### src/button_level_consts.svh
`ifndef BUTTON_LEVEL_CONSTS_SVH
`define BUTTON_LEVEL_CONSTS_SVH

// register byte offsets
`define OFS_CTRL 12'h000
`define OFS_IDLE 12'h004
`define OFS_MAP 12'h008
`define OFS_STATUS 12'h00c
`define OFS_LEVEL_BASE 12'h010
`define OFS_LEVEL_LAST 12'h02c

// control fields
`define CTRL_MODE_LSB 0
`define CTRL_P64_BIT 2
`define CTRL_BUZZ_LSB 3
`define CTRL_BUZZ_RET_BIT 5
`define CTRL_SW_IDLE_BIT 6
`define CTRL_WIDTH 7

// status fields
`define STAT_REP_LSB 8
`define STAT_VALID_BIT 12
`define STAT_HOLD_BIT 13

// reset values
`define CTRL_RESET 7'h01
`define IDLE_RESET 16'h0000
`define MAP_RESET 16'h5555

// pwm period and level limits
`define PERIOD_SHORT_LAST 8'h3f
`define LEVEL_SHORT_MAX 8'h3f

`endif

### src/button_level_pkg.sv
package button_level_pkg;

  typedef enum logic [1:0] {
    REPORT_ALL = 2'b00,
    REPORT_FIRST = 2'b01,
    REPORT_STRONG = 2'b10
  } report_mode_type;

  typedef enum logic [1:0] {
    BUZZ_NONE = 2'b00,
    BUZZ_LOW = 2'b01,
    BUZZ_HIGH = 2'b10,
    BUZZ_IDLE = 2'b11
  } buzz_force_type;

  typedef enum logic [1:0] {
    APB_IDLE = 2'b00,
    APB_FETCH = 2'b01,
    APB_DONE = 2'b10
  } apb_state_type;

endpackage

### src/button_level_pwm_reporter.sv
// Implementation choices: the register offsets and the APB slave port.
`timescale 1ns/10ps
`include "button_level_consts.svh"

module button_level_pwm_reporter #(
  parameter int BUTTONS = 8
) (
  // clock and reset
  input wire logic mclk_i,
  input wire logic reset_i,
  // apb slave
  input wire logic psel_i,
  input wire logic penable_i,
  input wire logic pwrite_i,
  input wire logic [11:0] paddr_i,
  input wire logic [31:0] pwdata_i,
  output logic pready_o,
  output logic [31:0] prdata_o,
  output logic pslverr_o,
  // sensing results, same clock
  input wire logic scan_tick_i,
  input wire logic [BUTTONS-1:0] touch_i,
  input wire logic [8*BUTTONS-1:0] strength_i,
  input wire logic buzzer_active_i,
  // level pins
  output logic general_pin_seven_o,
  output logic general_pin_seven_oe_o,
  output logic general_pin_six_o,
  output logic general_pin_six_oe_o
);
  import button_level_pkg::*;

  function automatic logic [2:0] pick_lowest(input logic [7:0] m);
    logic [2:0] r;
    r = 3'h0;
    for (int i = 7; i >= 0; i--) begin
      if (m[i]) begin
        r = 3'(i);
      end
    end
    return r;
  endfunction

  function automatic logic [7:0] strength_of(input logic [63:0] s,
                                             input logic [2:0] i);
    return s[{i, 3'h0} +: 8];
  endfunction

  function automatic logic [2:0] pick_strongest(input logic [7:0] m,
                                                input logic [63:0] s);
    logic [2:0] r;
    logic [7:0] best;
    logic found;
    r = 3'h0;
    best = 8'h00;
    found = 1'b0;
    for (int i = 0; i < 8; i++) begin
      if (m[i] && (!found || s[i*8 +: 8] > best)) begin
        r = 3'(i);
        best = s[i*8 +: 8];
        found = 1'b1;
      end
    end
    return r;
  endfunction

  function automatic logic [8:0] level_width(input logic [7:0] idx,
                                             input logic p64);
    logic [7:0] c;
    c = (p64 && idx > `LEVEL_SHORT_MAX) ? `LEVEL_SHORT_MAX : idx;
    return (c == 8'h00) ? 9'h000 : ({1'b0, c} + 9'h001);
  endfunction

  // configuration and state
  logic [`CTRL_WIDTH-1:0] ctrl_ff;
  logic [15:0] idle_ff;
  logic [15:0] map_ff;
  logic [2:0] rep_idx_ff;
  logic rep_valid_ff;
  logic [7:0] prev_touch_ff;
  logic [7:0] bus_status_ff;
  logic idle_hold_ff;
  logic buzz_seen_ff;
  logic [7:0] cnt_ff;
  logic [1:0] pin_ff;
  apb_state_type apb_state_ff;
  logic [31:0] prdata_ff;
  logic [7:0] level_q;
  logic [7:0] bus_level_q;

  // apb decode
  wire access_w = psel_i & penable_i;
  wire wr_w = access_w & pwrite_i;
  wire sel_ctrl = paddr_i == `OFS_CTRL;
  wire sel_idle = paddr_i == `OFS_IDLE;
  wire sel_map = paddr_i == `OFS_MAP;
  wire sel_status = paddr_i == `OFS_STATUS;
  wire sel_level = paddr_i >= `OFS_LEVEL_BASE &&
                   paddr_i <= `OFS_LEVEL_LAST && paddr_i[1:0] == 2'b00;
  wire mapped_w = sel_ctrl | sel_idle | sel_map | sel_status | sel_level;
  // level slot n sits at the level base plus four times n
  wire [2:0] lvl_addr = {~paddr_i[4], paddr_i[3:2]};

  assign pready_o = access_w & (pwrite_i | apb_state_ff == APB_DONE);
  assign pslverr_o = pready_o & ~mapped_w;
  assign prdata_o = prdata_ff;

  wire [`CTRL_WIDTH-1:0] nxt_ctrl = (wr_w & sel_ctrl) ?
                                    pwdata_i[`CTRL_WIDTH-1:0] : ctrl_ff;
  wire [15:0] nxt_idle = (wr_w & sel_idle) ? pwdata_i[15:0] : idle_ff;
  // per-button channel map
  // map bits writable
  wire [15:0] nxt_map = (wr_w & sel_map) ? pwdata_i[15:0] : map_ff;

  // control fields
  wire [1:0] mode_bits = ctrl_ff[`CTRL_MODE_LSB +: 2];
  wire p64_w = ctrl_ff[`CTRL_P64_BIT];
  wire [1:0] buzz_bits = ctrl_ff[`CTRL_BUZZ_LSB +: 2];
  wire buzz_ret_w = ctrl_ff[`CTRL_BUZZ_RET_BIT];
  wire sw_idle_w = ctrl_ff[`CTRL_SW_IDLE_BIT];
  report_mode_type mode_w;
  buzz_force_type buzz_w;
  assign mode_w = report_mode_type'(mode_bits);
  assign buzz_w = buzz_force_type'(buzz_bits);

  wire [31:0] status_word = {18'h00000, idle_hold_ff, rep_valid_ff,
                             1'b0, rep_idx_ff, bus_status_ff};
  wire [31:0] rd_word = sel_ctrl ? {25'h0000000, ctrl_ff} :
                        sel_idle ? {16'h0000, idle_ff} :
                        sel_map ? {16'h0000, map_ff} :
                        sel_status ? status_word :
                        sel_level ? {24'h000000, bus_level_q} :
                        32'h00000000;

  apb_state_type nxt_apb_state;
  always_comb begin
    nxt_apb_state = apb_state_ff;
    case (apb_state_ff)
      APB_IDLE: begin
        if (access_w && !pwrite_i) begin
          nxt_apb_state = APB_FETCH;
        end
      end
      APB_FETCH: nxt_apb_state = APB_DONE;
      APB_DONE: nxt_apb_state = APB_IDLE;
      default: nxt_apb_state = APB_IDLE;
    endcase
  end
  wire [31:0] nxt_prdata = (apb_state_ff == APB_FETCH) ? rd_word :
                           prdata_ff;

  level_store #(
    .WIDTH(8),
    .DEPTH(8),
    .AW(3)
  ) u_levels (
    .mclk_i(mclk_i),
    .reset_i(reset_i),
    .we_i(wr_w & sel_level),
    .waddr_i(lvl_addr),
    .wdata_i(pwdata_i[7:0]),
    .raddr_a_i(rep_idx_ff),
    .rdata_a_o(level_q),
    .raddr_b_i(lvl_addr),
    .rdata_b_o(bus_level_q)
  );

  // button selection
  wire [7:0] touched_w = touch_i;
  wire any_touch = |touched_w;
  wire rep_alive = rep_valid_ff & touched_w[rep_idx_ff];
  wire [7:0] new_mask = touched_w & ~prev_touch_ff;
  wire [2:0] low_idx = pick_lowest(touched_w);
  wire [2:0] strong_idx = pick_strongest(touched_w, strength_i);
  wire [2:0] new_idx = pick_strongest(new_mask, strength_i);
  wire upgrade_w = (|new_mask) && strength_of(strength_i, new_idx) >
                   strength_of(strength_i, rep_idx_ff);
  wire [2:0] strong_sel = rep_alive ? (upgrade_w ? new_idx : rep_idx_ff) :
                          strong_idx;
  wire [2:0] first_sel = rep_alive ? rep_idx_ff : low_idx;
  wire [2:0] sel_idx = (mode_w == REPORT_STRONG) ? strong_sel : first_sel;
  wire switched_w = rep_valid_ff & any_touch & (sel_idx != rep_idx_ff);

  wire nxt_rep_valid = scan_tick_i ? any_touch : rep_valid_ff;
  wire [2:0] nxt_rep_idx = (scan_tick_i && any_touch) ? sel_idx :
                           rep_idx_ff;
  wire [7:0] nxt_prev_touch = scan_tick_i ? touched_w : prev_touch_ff;
  wire [7:0] rep_onehot = any_touch ? (8'h01 << sel_idx) : 8'h00;
  wire [7:0] nxt_bus_status = !scan_tick_i ? bus_status_ff :
                              (mode_w == REPORT_ALL) ? touched_w :
                              rep_onehot;

  // buzzer seen during the period; a new buzz beats the clear
  wire nxt_buzz_seen = buzzer_active_i | (buzz_seen_ff & ~scan_tick_i);
  wire hold_cause = (sw_idle_w & switched_w) |
                    (buzz_ret_w & buzz_seen_ff & ~buzzer_active_i);
  wire nxt_idle_hold = scan_tick_i ? hold_cause : idle_hold_ff;

  // period 256 or 64
  // a count past the short end wraps at once, no dead stretch
  wire [7:0] nxt_cnt = (p64_w && cnt_ff >= `PERIOD_SHORT_LAST) ? 8'h00 :
                       cnt_ff + 8'h01;

  wire buzz_force_on = buzzer_active_i & (buzz_w != BUZZ_NONE);
  wire [1:0] rep_map = map_ff[{rep_idx_ff, 1'b0} +: 2];
  logic [15:0] ch_idx_w;
  logic [17:0] ch_width_w;
  logic [17:0] ch_idle_width_w;
  logic [1:0] nxt_pin;

  genvar ch;
  generate
    for (ch = 0; ch < 2; ch++) begin : g_chan
      wire active = rep_valid_ff & rep_map[ch] & ~idle_hold_ff;
      assign ch_idx_w[ch*8 +: 8] = active ? level_q : idle_ff[ch*8 +: 8];
      assign ch_width_w[ch*9 +: 9] = level_width(ch_idx_w[ch*8 +: 8],
                                                 p64_w);
      assign ch_idle_width_w[ch*9 +: 9] = level_width(idle_ff[ch*8 +: 8],
                                                      p64_w);
      wire pwm_on = {1'b0, cnt_ff} < ch_width_w[ch*9 +: 9];
      wire idle_on = {1'b0, cnt_ff} < ch_idle_width_w[ch*9 +: 9];
      assign nxt_pin[ch] = !buzz_force_on ? pwm_on :
                           (buzz_w == BUZZ_HIGH) ? 1'b1 :
                           (buzz_w == BUZZ_IDLE) ? idle_on : 1'b0;
    end
  endgenerate

  assign general_pin_seven_o = pin_ff[0];
  assign general_pin_six_o = pin_ff[1];
  assign general_pin_seven_oe_o = 1'b1;
  assign general_pin_six_oe_o = 1'b1;

  always_ff @(posedge mclk_i) begin
    if (reset_i) begin
      ctrl_ff <= `CTRL_RESET;
      idle_ff <= `IDLE_RESET;
      map_ff <= `MAP_RESET;
      apb_state_ff <= APB_IDLE;
      prdata_ff <= 32'h00000000;
    end else begin
      ctrl_ff <= nxt_ctrl;
      idle_ff <= nxt_idle;
      map_ff <= nxt_map;
      apb_state_ff <= nxt_apb_state;
      prdata_ff <= nxt_prdata;
    end
  end

  always_ff @(posedge mclk_i) begin
    if (reset_i) begin
      rep_idx_ff <= 3'h0;
      rep_valid_ff <= 1'b0;
      prev_touch_ff <= 8'h00;
      bus_status_ff <= 8'h00;
      idle_hold_ff <= 1'b0;
      buzz_seen_ff <= 1'b0;
      cnt_ff <= 8'h00;
      pin_ff <= 2'b00;
    end else begin
      rep_idx_ff <= nxt_rep_idx;
      rep_valid_ff <= nxt_rep_valid;
      prev_touch_ff <= nxt_prev_touch;
      bus_status_ff <= nxt_bus_status;
      idle_hold_ff <= nxt_idle_hold;
      buzz_seen_ff <= nxt_buzz_seen;
      cnt_ff <= nxt_cnt;
      pin_ff <= nxt_pin;
    end
  end
endmodule

### src/level_store.sv
`timescale 1ns/10ps
module level_store #(
  parameter int WIDTH = 8,
  parameter int DEPTH = 8,
  parameter int AW = 3
) (
  // clock and reset
  input wire logic mclk_i,
  input wire logic reset_i,
  // write port
  input wire logic we_i,
  input wire logic [AW-1:0] waddr_i,
  input wire logic [WIDTH-1:0] wdata_i,
  // read ports, registered data
  input wire logic [AW-1:0] raddr_a_i,
  output logic [WIDTH-1:0] rdata_a_o,
  input wire logic [AW-1:0] raddr_b_i,
  output logic [WIDTH-1:0] rdata_b_o
);

  logic [WIDTH-1:0] mem_ff [0:DEPTH-1];

  always_ff @(posedge mclk_i) begin
    if (reset_i) begin
      for (int i = 0; i < DEPTH; i++) begin
        mem_ff[i] <= '0;
      end
    end else if (we_i) begin
      mem_ff[waddr_i] <= wdata_i;
    end
  end

  always_ff @(posedge mclk_i) begin
    if (reset_i) begin
      rdata_a_o <= '0;
      rdata_b_o <= '0;
    end else begin
      rdata_a_o <= mem_ff[raddr_a_i];
      rdata_b_o <= mem_ff[raddr_b_i];
    end
  end

endmodule

### config.mk
export PLATFORM = sky130hd
export DESIGN_NAME = button_level_pwm_reporter
export DESIGN_NICKNAME = d
export VERILOG_FILES = /design/src/button_level_pkg.sv /design/src/button_level_pwm_reporter.sv /design/src/level_store.sv
export VERILOG_INCLUDE_DIRS = /design/src
export SDC_FILE = /design/constraint.sdc
export NUM_CORES = 1
export LEC_CHECK = 0
export BUFFER_PORTS_ARGS = -buffer_cell sky130_fd_sc_hd__buf_2
export CAP_MARGIN = 30
export CORE_MARGIN = 2
export CORE_UTILIZATION = 66
export DETAILED_ROUTE_END_ITERATION = 10
export PLACE_DENSITY = 0.88
export SLEW_MARGIN = 5
export SYNTH_ARGS = -nofsm -noshare
export SYNTH_HDL_FRONTEND = slang
export SYNTH_SLANG_ARGS = --single-unit
### constraint.sdc
create_clock -name mclk_i -period 25.5 [get_ports mclk_i]
set_input_delay 2.55 -clock mclk_i [delete_from_list [all_inputs] [get_ports mclk_i]]
set_output_delay 2.55 -clock mclk_i [all_outputs]
set_load 0.005 [all_outputs]
Word level (Yosys, flattened, before mapping)

Memories as Yosys holds them, arrays and structs flattened. A register that Yosys moved wholly into a read port is not among the register bits.
Index checks and enable logic that the tools add are counted.

Register bits: 105
RAM bits: 64
Memories kept: 1

$add $sub $neg: 5
Order comparisons: 27
Eq/ne operators: 10
Shift operators: 4
Mux-type cells: 89
Bitwise operators: 34
Reductions and logical operators: 66

Memories:

| name            | words | width | rd ports | clocked after Yosys merged registers in | wr ports | line              | text |
|---|---|---|---|---|---|---|---|
| u_levels.mem_ff | 8     | 8     | 2        | 2                                       | 8        | level_store.sv:21 | `logic [WIDTH-1:0] mem_ff [0:DEPTH-1];` |

Operators with widths:

| cell                  | number |
|---|---|
| $mux W8               | 24 |
| $shiftx A64 B7 Y8     | 2 |
| $gt A8 B8 Y1          | 15 |
| $mux W3               | 25 |
| $mux W16              | 3 |
| $add A8 B1 Y9 const B | 4 |
| $lt A8 B9 Y1          | 4 |
| $mux W9               | 4 |
| $gt A8 B6 Y1 const B  | 4 |
| $logic_not A8 Y1      | 4 |
| $mux W1               | 29 |
| $eq A12 B4 Y1 const B | 2 |
| $logic_and A1 B1 Y1   | 24 |
| $reduce_or A8 Y1      | 3 |
| $and A1 B1 Y1         | 20 |
| $shiftx A16 B5 Y2     | 1 |
| $logic_not A1 Y1      | 15 |
| $logic_or A1 B1 Y1    | 14 |
| $mux W14              | 1 |
| $eq A12 B3 Y1 const B | 1 |
| $ge A12 B5 Y1 const B | 1 |
| $le A12 B6 Y1 const B | 1 |
| $logic_not A12 Y1     | 1 |
| $add A8 B1 Y8 const B | 1 |
| 17 further kinds      | 32 |

Logic depth before layout (Yosys ltp)

Depth in word-level cells: 41
Gate-level depth with buffers: 73

By module

A second synthesis with hierarchy kept.

Cell total of the unflattened synthesis: 1,784
Area, all modules: 15,929.0 um^2

By module, submodules not included:

| module                    | instances | cells an instance | area each (um^2) |
|---|---|---|---|
| button_level_pwm_reporter | 1         | 1,543             | 12,024.0 |
| level_store               | 1         | 241               | 3,905.0 |

Least setup slack after synthesis

OpenSTA, ideal clock, no wires.

Path kind: in2reg
Start point: input port touch_i[0]
End point: register bus_status_ff[4]
Arrival: 15.939 ns
Data required time: 25.426 ns
Slack: 9.487 ns
Stages: 73
Path buffers: 10
Cell sequence: buf_6 clkbuf_1 nand2_1 nor2_1 inv_1 ha_1 and4_1 a31oi_1 o21ai_1 a21oi_2 mux2i_1 inv_1 ha_1 a21o_1 a221oi_1 nand2_1 o211ai_1 buf_4 [... 37 more ...] a21o_1 a31o_1 buf_2 buf_4 mux2i_1 nand2_1 a31o_1 ha_1 o21ai_0 a21oi_1 o21ba_2 o21ai_1 nor2_1 o32a_1 o211a_1 buf_2 or2_1 a31oi_1

Word-level cells in the longest chain between the ends: 39
Elaborated cells between the ends (all ways): 115
Those cells by class: order compare (15); shift (2); mux (51); bitwise (2); reduce/logical (45)

RTL lines:

| item                                             | line                             | text |
|---|---|---|
| start: declaration                               | button_level_pwm_reporter.sv:22  | `input wire logic [BUTTONS-1:0] touch_i,` |
| $and A8 B8 Y8                                    | button_level_pwm_reporter.sv:172 | `wire [7:0] new_mask = touched_w & ~prev_touch_ff;` |
| $mux W8 or $mux W1 (tied branches)               | button_level_pwm_reporter.sv:58  | `if (m[i] && (!found \|\| s[i*8 +: 8] > best)) begin` |
| $gt A8 B8 Y1 or $logic_not A1 Y1 (tied branches) | button_level_pwm_reporter.sv:58  |  |
| $logic_or A1 B1 Y1                               | button_level_pwm_reporter.sv:58  |  |
| $logic_and A1 B1 Y1                              | button_level_pwm_reporter.sv:58  |  |
| $mux W8 or $mux W1 (tied branches)               | button_level_pwm_reporter.sv:58  |  |
| $gt A8 B8 Y1 or $logic_not A1 Y1 (tied branches) | button_level_pwm_reporter.sv:58  |  |
| $logic_or A1 B1 Y1                               | button_level_pwm_reporter.sv:58  |  |
| [... 22 more ...]                                | n/a                              |  |
| $shiftx A64 B7 Y8                                | button_level_pwm_reporter.sv:46  | `return s[{i, 3'h0} +: 8];` |
| $gt A8 B8 Y1                                     | button_level_pwm_reporter.sv:176 | `wire upgrade_w = (\|new_mask) && strength_of(strength_i, new_idx) >` |
| $logic_and A1 B1 Y1                              | button_level_pwm_reporter.sv:176 |  |
| $mux W3 (2 in series)                            | button_level_pwm_reporter.sv:178 | `wire [2:0] strong_sel = rep_alive ? (upgrade_w ? new_idx : rep_idx_ff) :` |
| $mux W3                                          | button_level_pwm_reporter.sv:181 | `wire [2:0] sel_idx = (mode_w == REPORT_STRONG) ? strong_sel : first_sel;` |
| $shl A1 B3 Y8                                    | button_level_pwm_reporter.sv:188 | `wire [7:0] rep_onehot = any_touch ? (8'h01 << sel_idx) : 8'h00;` |
| $mux W8 (*)                                      | button_level_pwm_reporter.sv:188 |  |
| $mux W8 (*)                                      | button_level_pwm_reporter.sv:190 | `(mode_w == REPORT_ALL) ? touched_w :` |
| end signal: assignment                           | button_level_pwm_reporter.sv:263 | `bus_status_ff <= nxt_bus_status;` |
| end: declaration                                 | button_level_pwm_reporter.sv:81  | `logic [7:0] bus_status_ff;` |

Mark *: on every way between the ends. The rest lies on a longest branch, timed or not. The select of a mux whose other input is x is not followed.
A chain may end at the register's enable or synchronous reset.

Worst setup path in the final report

Same ends and word-level chain as after synthesis.

==> metrics.md <==
| Metric | Value |
|---|---|
| CTS Buf Count | `17` |
| Nets@finish | `2073` |
| Cell area after synthesis | `between 0.015 and 0.02 sq mm` |
| Area contributors post-synth | `dfxtp_1, ha_1, edfxtp_1` |
| Post-route design area | `roughly 0.017 sq mm` |
| Switching share of power | `0.377` |
| Met2 routed WL | `20.4 mm` |
| Max-cap violations | `0` |
| Core area | `0.0228 sq mm` |
| Top-area cell type share of the netlist area | `0.136` |
| Hold Path Origin | `map_ff[3]` |
| Ys Warns | `0` |
| Highest clock rate | `55.5 MHz` |
| Slew Limit Fails | `0` |
| CTS tree | `yes` |
| Initial antenna violation count | `1` |
| Sequential share of the synthesized area | `0.261` |
| Library cells used by synthesis | `87` |
| CTS max path bufs | `2` |
| ANT nets after route | `0` |
| Delay-heaviest family, CP | `compound AO/OA/AOI/OAI gates` |
| Detailed Route WL | `45.1 mm` |
| Number of synthesized flops with an enable pin | `64` |
| Comb pwr share | `0.412` |
| Worst Reg-to-Reg Cells | `63` |
| Drt pass-1 iters | `8` |
| # port buffers | `126` |
| WHS Endpoint | `map_ff[3]` |
| Resized Gates After CTS | `0` |
| Reg2reg end | `bus_status_ff[4]` |
| Worst skew pair latency | `roughly 0.44 ns` |
| Gp weighted congestion | `between 0.9 and 1` |
| DP Area | `about 0.016 sq mm` |
| # rows | `between 50 and 60` |
| Initial Util | `0.677` |
| Remaining Overflow, GRT | `0` |
| # DRC | `0` |
| Boundary Pins | `between 150 and 200` |
| Die area | `0.0246 sq mm` |
| Clock-pin slew on the worst setup and hold paths | `0.07 ns` |
| Pwr/cell area | `56.4 mW/mm^2` |
| Vias in the first global route | `about 14000` |
| Crit-path max FO | `20` |
| Synthesis-stage register bit count | `approximately 170` |
| Clock network fraction of total power | `0.270` |
| Syn Area/Cell | `8.94 sq um` |
| WHS Path Cells | `2` |
| Leak Pwr | `around 7.1 nW` |
| Status | `complete, no violations` |
| Min Tclk post-route | `roughly 18 ns` |
| Hold crit path type | `register to register` |
| Initial DRC Count | `1719` |
| Met3 WL post-DR | `5.23 mm` |
| Final setup vio count | `0` |
| Reg-to-reg slack, setup | `9.61 ns` |
| Average via count per standard cell | `6.72` |
| Final TNS setup | `0 ns` |
| Pin count of the biggest net entering global routing | `75` |
| DP HPWL | `33.4 mm` |
| P&R area growth vs syn | `8.21%` |
| Clk sinks | `169` |
| Post-CTS Setup Inserts | `0` |
| Slowest CP cell | `a21oi_2` |
| RSZ-0062 raised after global routing | `false` |
| Crit path largest cell delay | `0.76 ns` |
| Htree depth | `4` |
| Wirelength per Cell | `~21 um` |
| Post-CTS Hold Buffers | `0` |
| Psw | `0.000355 W` |
| Crit path DAT | `18.37 ns` |
| Worst slew pin tran | `0.980 ns` |
| Slew HR | `0.345` |
| Root buffer cell | `clkbuf_16` |
| Gr usage total | `0.373` |
| Most frequently used flop master after synthesis | `dfxtp_1` |
| Crit path capture type | `register` |
| WS Path Type | `primary input to register` |
| Top sig layer | `met4` |
| Reg power frac | `0.318` |
| Total chip power | `0.000940 W` |
| Post-synth top area cell | `dfxtp_1` |
| Final hold vios | `0` |
| Post-synthesis cell count | `around 1700` |
| CP Buf/Inv Count | `5` |
| Die H | `157 um` |
| R2R Path Start | `prev_touch_ff[0]` |
| Die W | `157 um` |
| Critical Path Stages | `64` |
| Worst Setup Start Kind | `primary input` |
| Async SR Flop Fraction | `0` |
| Clk_skew | `0.0107 ns` |
| Wire length on met1 | `roughly 18 mm` |
| Internal power | `0.000586 W` |
| Via count | `14255` |
| Share of layout cells above drive strength 1 | `0.177` |
| WP data required | `25.86 ns` |
| First-pass GRT wire length | `71.9 mm` |
| VDD IR max | `between 0.04 and 0.05 mV` |
| Fin crit share | `0.706` |
-- worst max path at each step --
stage	start	endpoint	slack [ns]
after CTS	touch_i[0]	bus_status_ff[4]	7.85
after floorplan	touch_i[0]	bus_status_ff[4]	9.49
final	touch_i[0]	bus_status_ff[4]	7.49
after global routing	touch_i[0]	bus_status_ff[4]	6.42
after detailed placement	touch_i[0]	bus_status_ff[4]	7.41
after global placement	touch_i[0]	bus_status_ff[0]	7.29
-- per-layer routing --
layer,up-vias,global-route usage
li1,6476,-
met1,6635,0.504
met2,954,0.596
met3,190,0.0717
met4,0,0.137
met5,-,0
-- final cells by class --
cell class	count	area, sq um
fillers	1653	6090
multi-input cells	1373	10600
well taps	313	392
repair buffers	144	772
flip-flops and latches	169	4030
diodes	1	2.50
clock buffers	18	429
inverters	88	330
clock inverters	14	145
-- power by group through the flow --
stage | Clock (W) | Sequential [W] | Combinational, W
5_1_grt | 0.000265 | 0.000300 | 0.000425
3_3_place_gp | 0 | 0.000304 | 0.000359
4_1_cts | 0.000253 | 0.000299 | 0.000376
2_1_floorplan | 0 | 0.000301 | 0.000286
6_report | 0.000254 | 0.000299 | 0.000387
3_5_place_dp | 0 | 0.000305 | 0.000374
-- registers in the layout, indices dropped and copies added, names as in the netlist, 2 cells and up --
signal	cells
prdata_o	16
apb_state_ff	2
prev_touch_ff	8
bus_status_ff	8
u_levels.rdata_a_o	8
ctrl_ff	7
u_levels.rdata_b_o	8
pin_ff	2
rep_idx_ff	3
u_levels.mem_ff	64
cnt_ff	8
idle_ff	16
map_ff	16
-- tightest hold or removal path: cells and delay by family (launching register included) --
kind | cells | cell delay (ns)
DFF | 1 | 0.33
and+or+nand+nor | 1 | 0.06
AOI/OAI and AO/OA | 1 | 0.05
-- stage by stage --
stage                      util  hold WS (ns)  std cells  setup slack, ns
after floorplan               -         0.441       1741             9.49
final                     0.732         0.485       2120             7.49
after CTS                 0.732         0.484       2119             7.85
after detailed placement  0.707         0.461       2087             7.41
after global routing      0.732         0.506       2119             6.42
after global placement    0.706         0.455       2083             7.29
-- cells in the mapped netlist (5+ instances only) --
cell	count
nand2_1	188
ha_1	157
nor2_1	128
a21oi_1	123
mux2i_1	111
dfxtp_1	105
inv_1	87
and2_1	67
edfxtp_1	64
mux4_2	59
clkbuf_1	53
mux2_2	44
o21ai_0	41
nand4_1	33
nand3_1	32
nor3_1	26
buf_4	25
nand2b_1	24
nor2b_1	23
a21o_1	21
o211ai_1	18
buf_1	17
and3_1	16
a221oi_1	15
a31oi_1	15
a211oi_1	14
buf_2	13
nand3b_1	13
xnor2_1	12
o21a_1	10
o21ai_1	10
or2_2	10
a22oi_1	9
a31o_1	9
nor4_1	8
o22ai_1	8
a222oi_1	7
xor2_1	7
a211o_1	6
o21bai_1	6
o31ai_1	6
or3_1	6
and4_1	5
-- logic make-up after synthesis --
group | count (synthesis) | share of synthesized area
buffers and inverters | 199 | 0.0571
AND/OR/NAND/NOR | 599 | 0.193
adder cells (fa/ha/maj) | 157 | 0.127
other | 2 | 0.000487
XOR/XNOR | 19 | 0.0108
flip-flops | 169 | 0.261
multiplexers | 219 | 0.195
AO/OA/AOI/OAI | 361 | 0.156
-- placed cells by master, fill, tap and decap left out, types with 7 or more instances in the layout --
cell type  count
a221oi_1      15
and3_1        16
nand2_1      188
edfxtp_1      64
dfxtp_1      103
xor2_1         7
a21oi_1      123
ha_1         157
a31oi_1       15
a31o_1         9
o21ai_0       41
o21ai_1       10
mux4_2        59
o211ai_1      18
a22oi_1        9
a21o_1        21
nand3b_1      13
o22ai_1        8
clkbuf_16     17
buf_2        125
a211oi_1      14
mux2i_1      111
buf_4         18
and2_1        67
o21a_1        10
conb_1        18
nand2b_1      24
nor3_1        26
mux2_2        44
nor2_1       128
a222oi_1       7
nor4_1         8
or2_2         10
xnor2_1       12
nor2b_1       23
inv_1         87
nand4_1       33
nand3_1       32
Power figures use the tool's default switching activity.
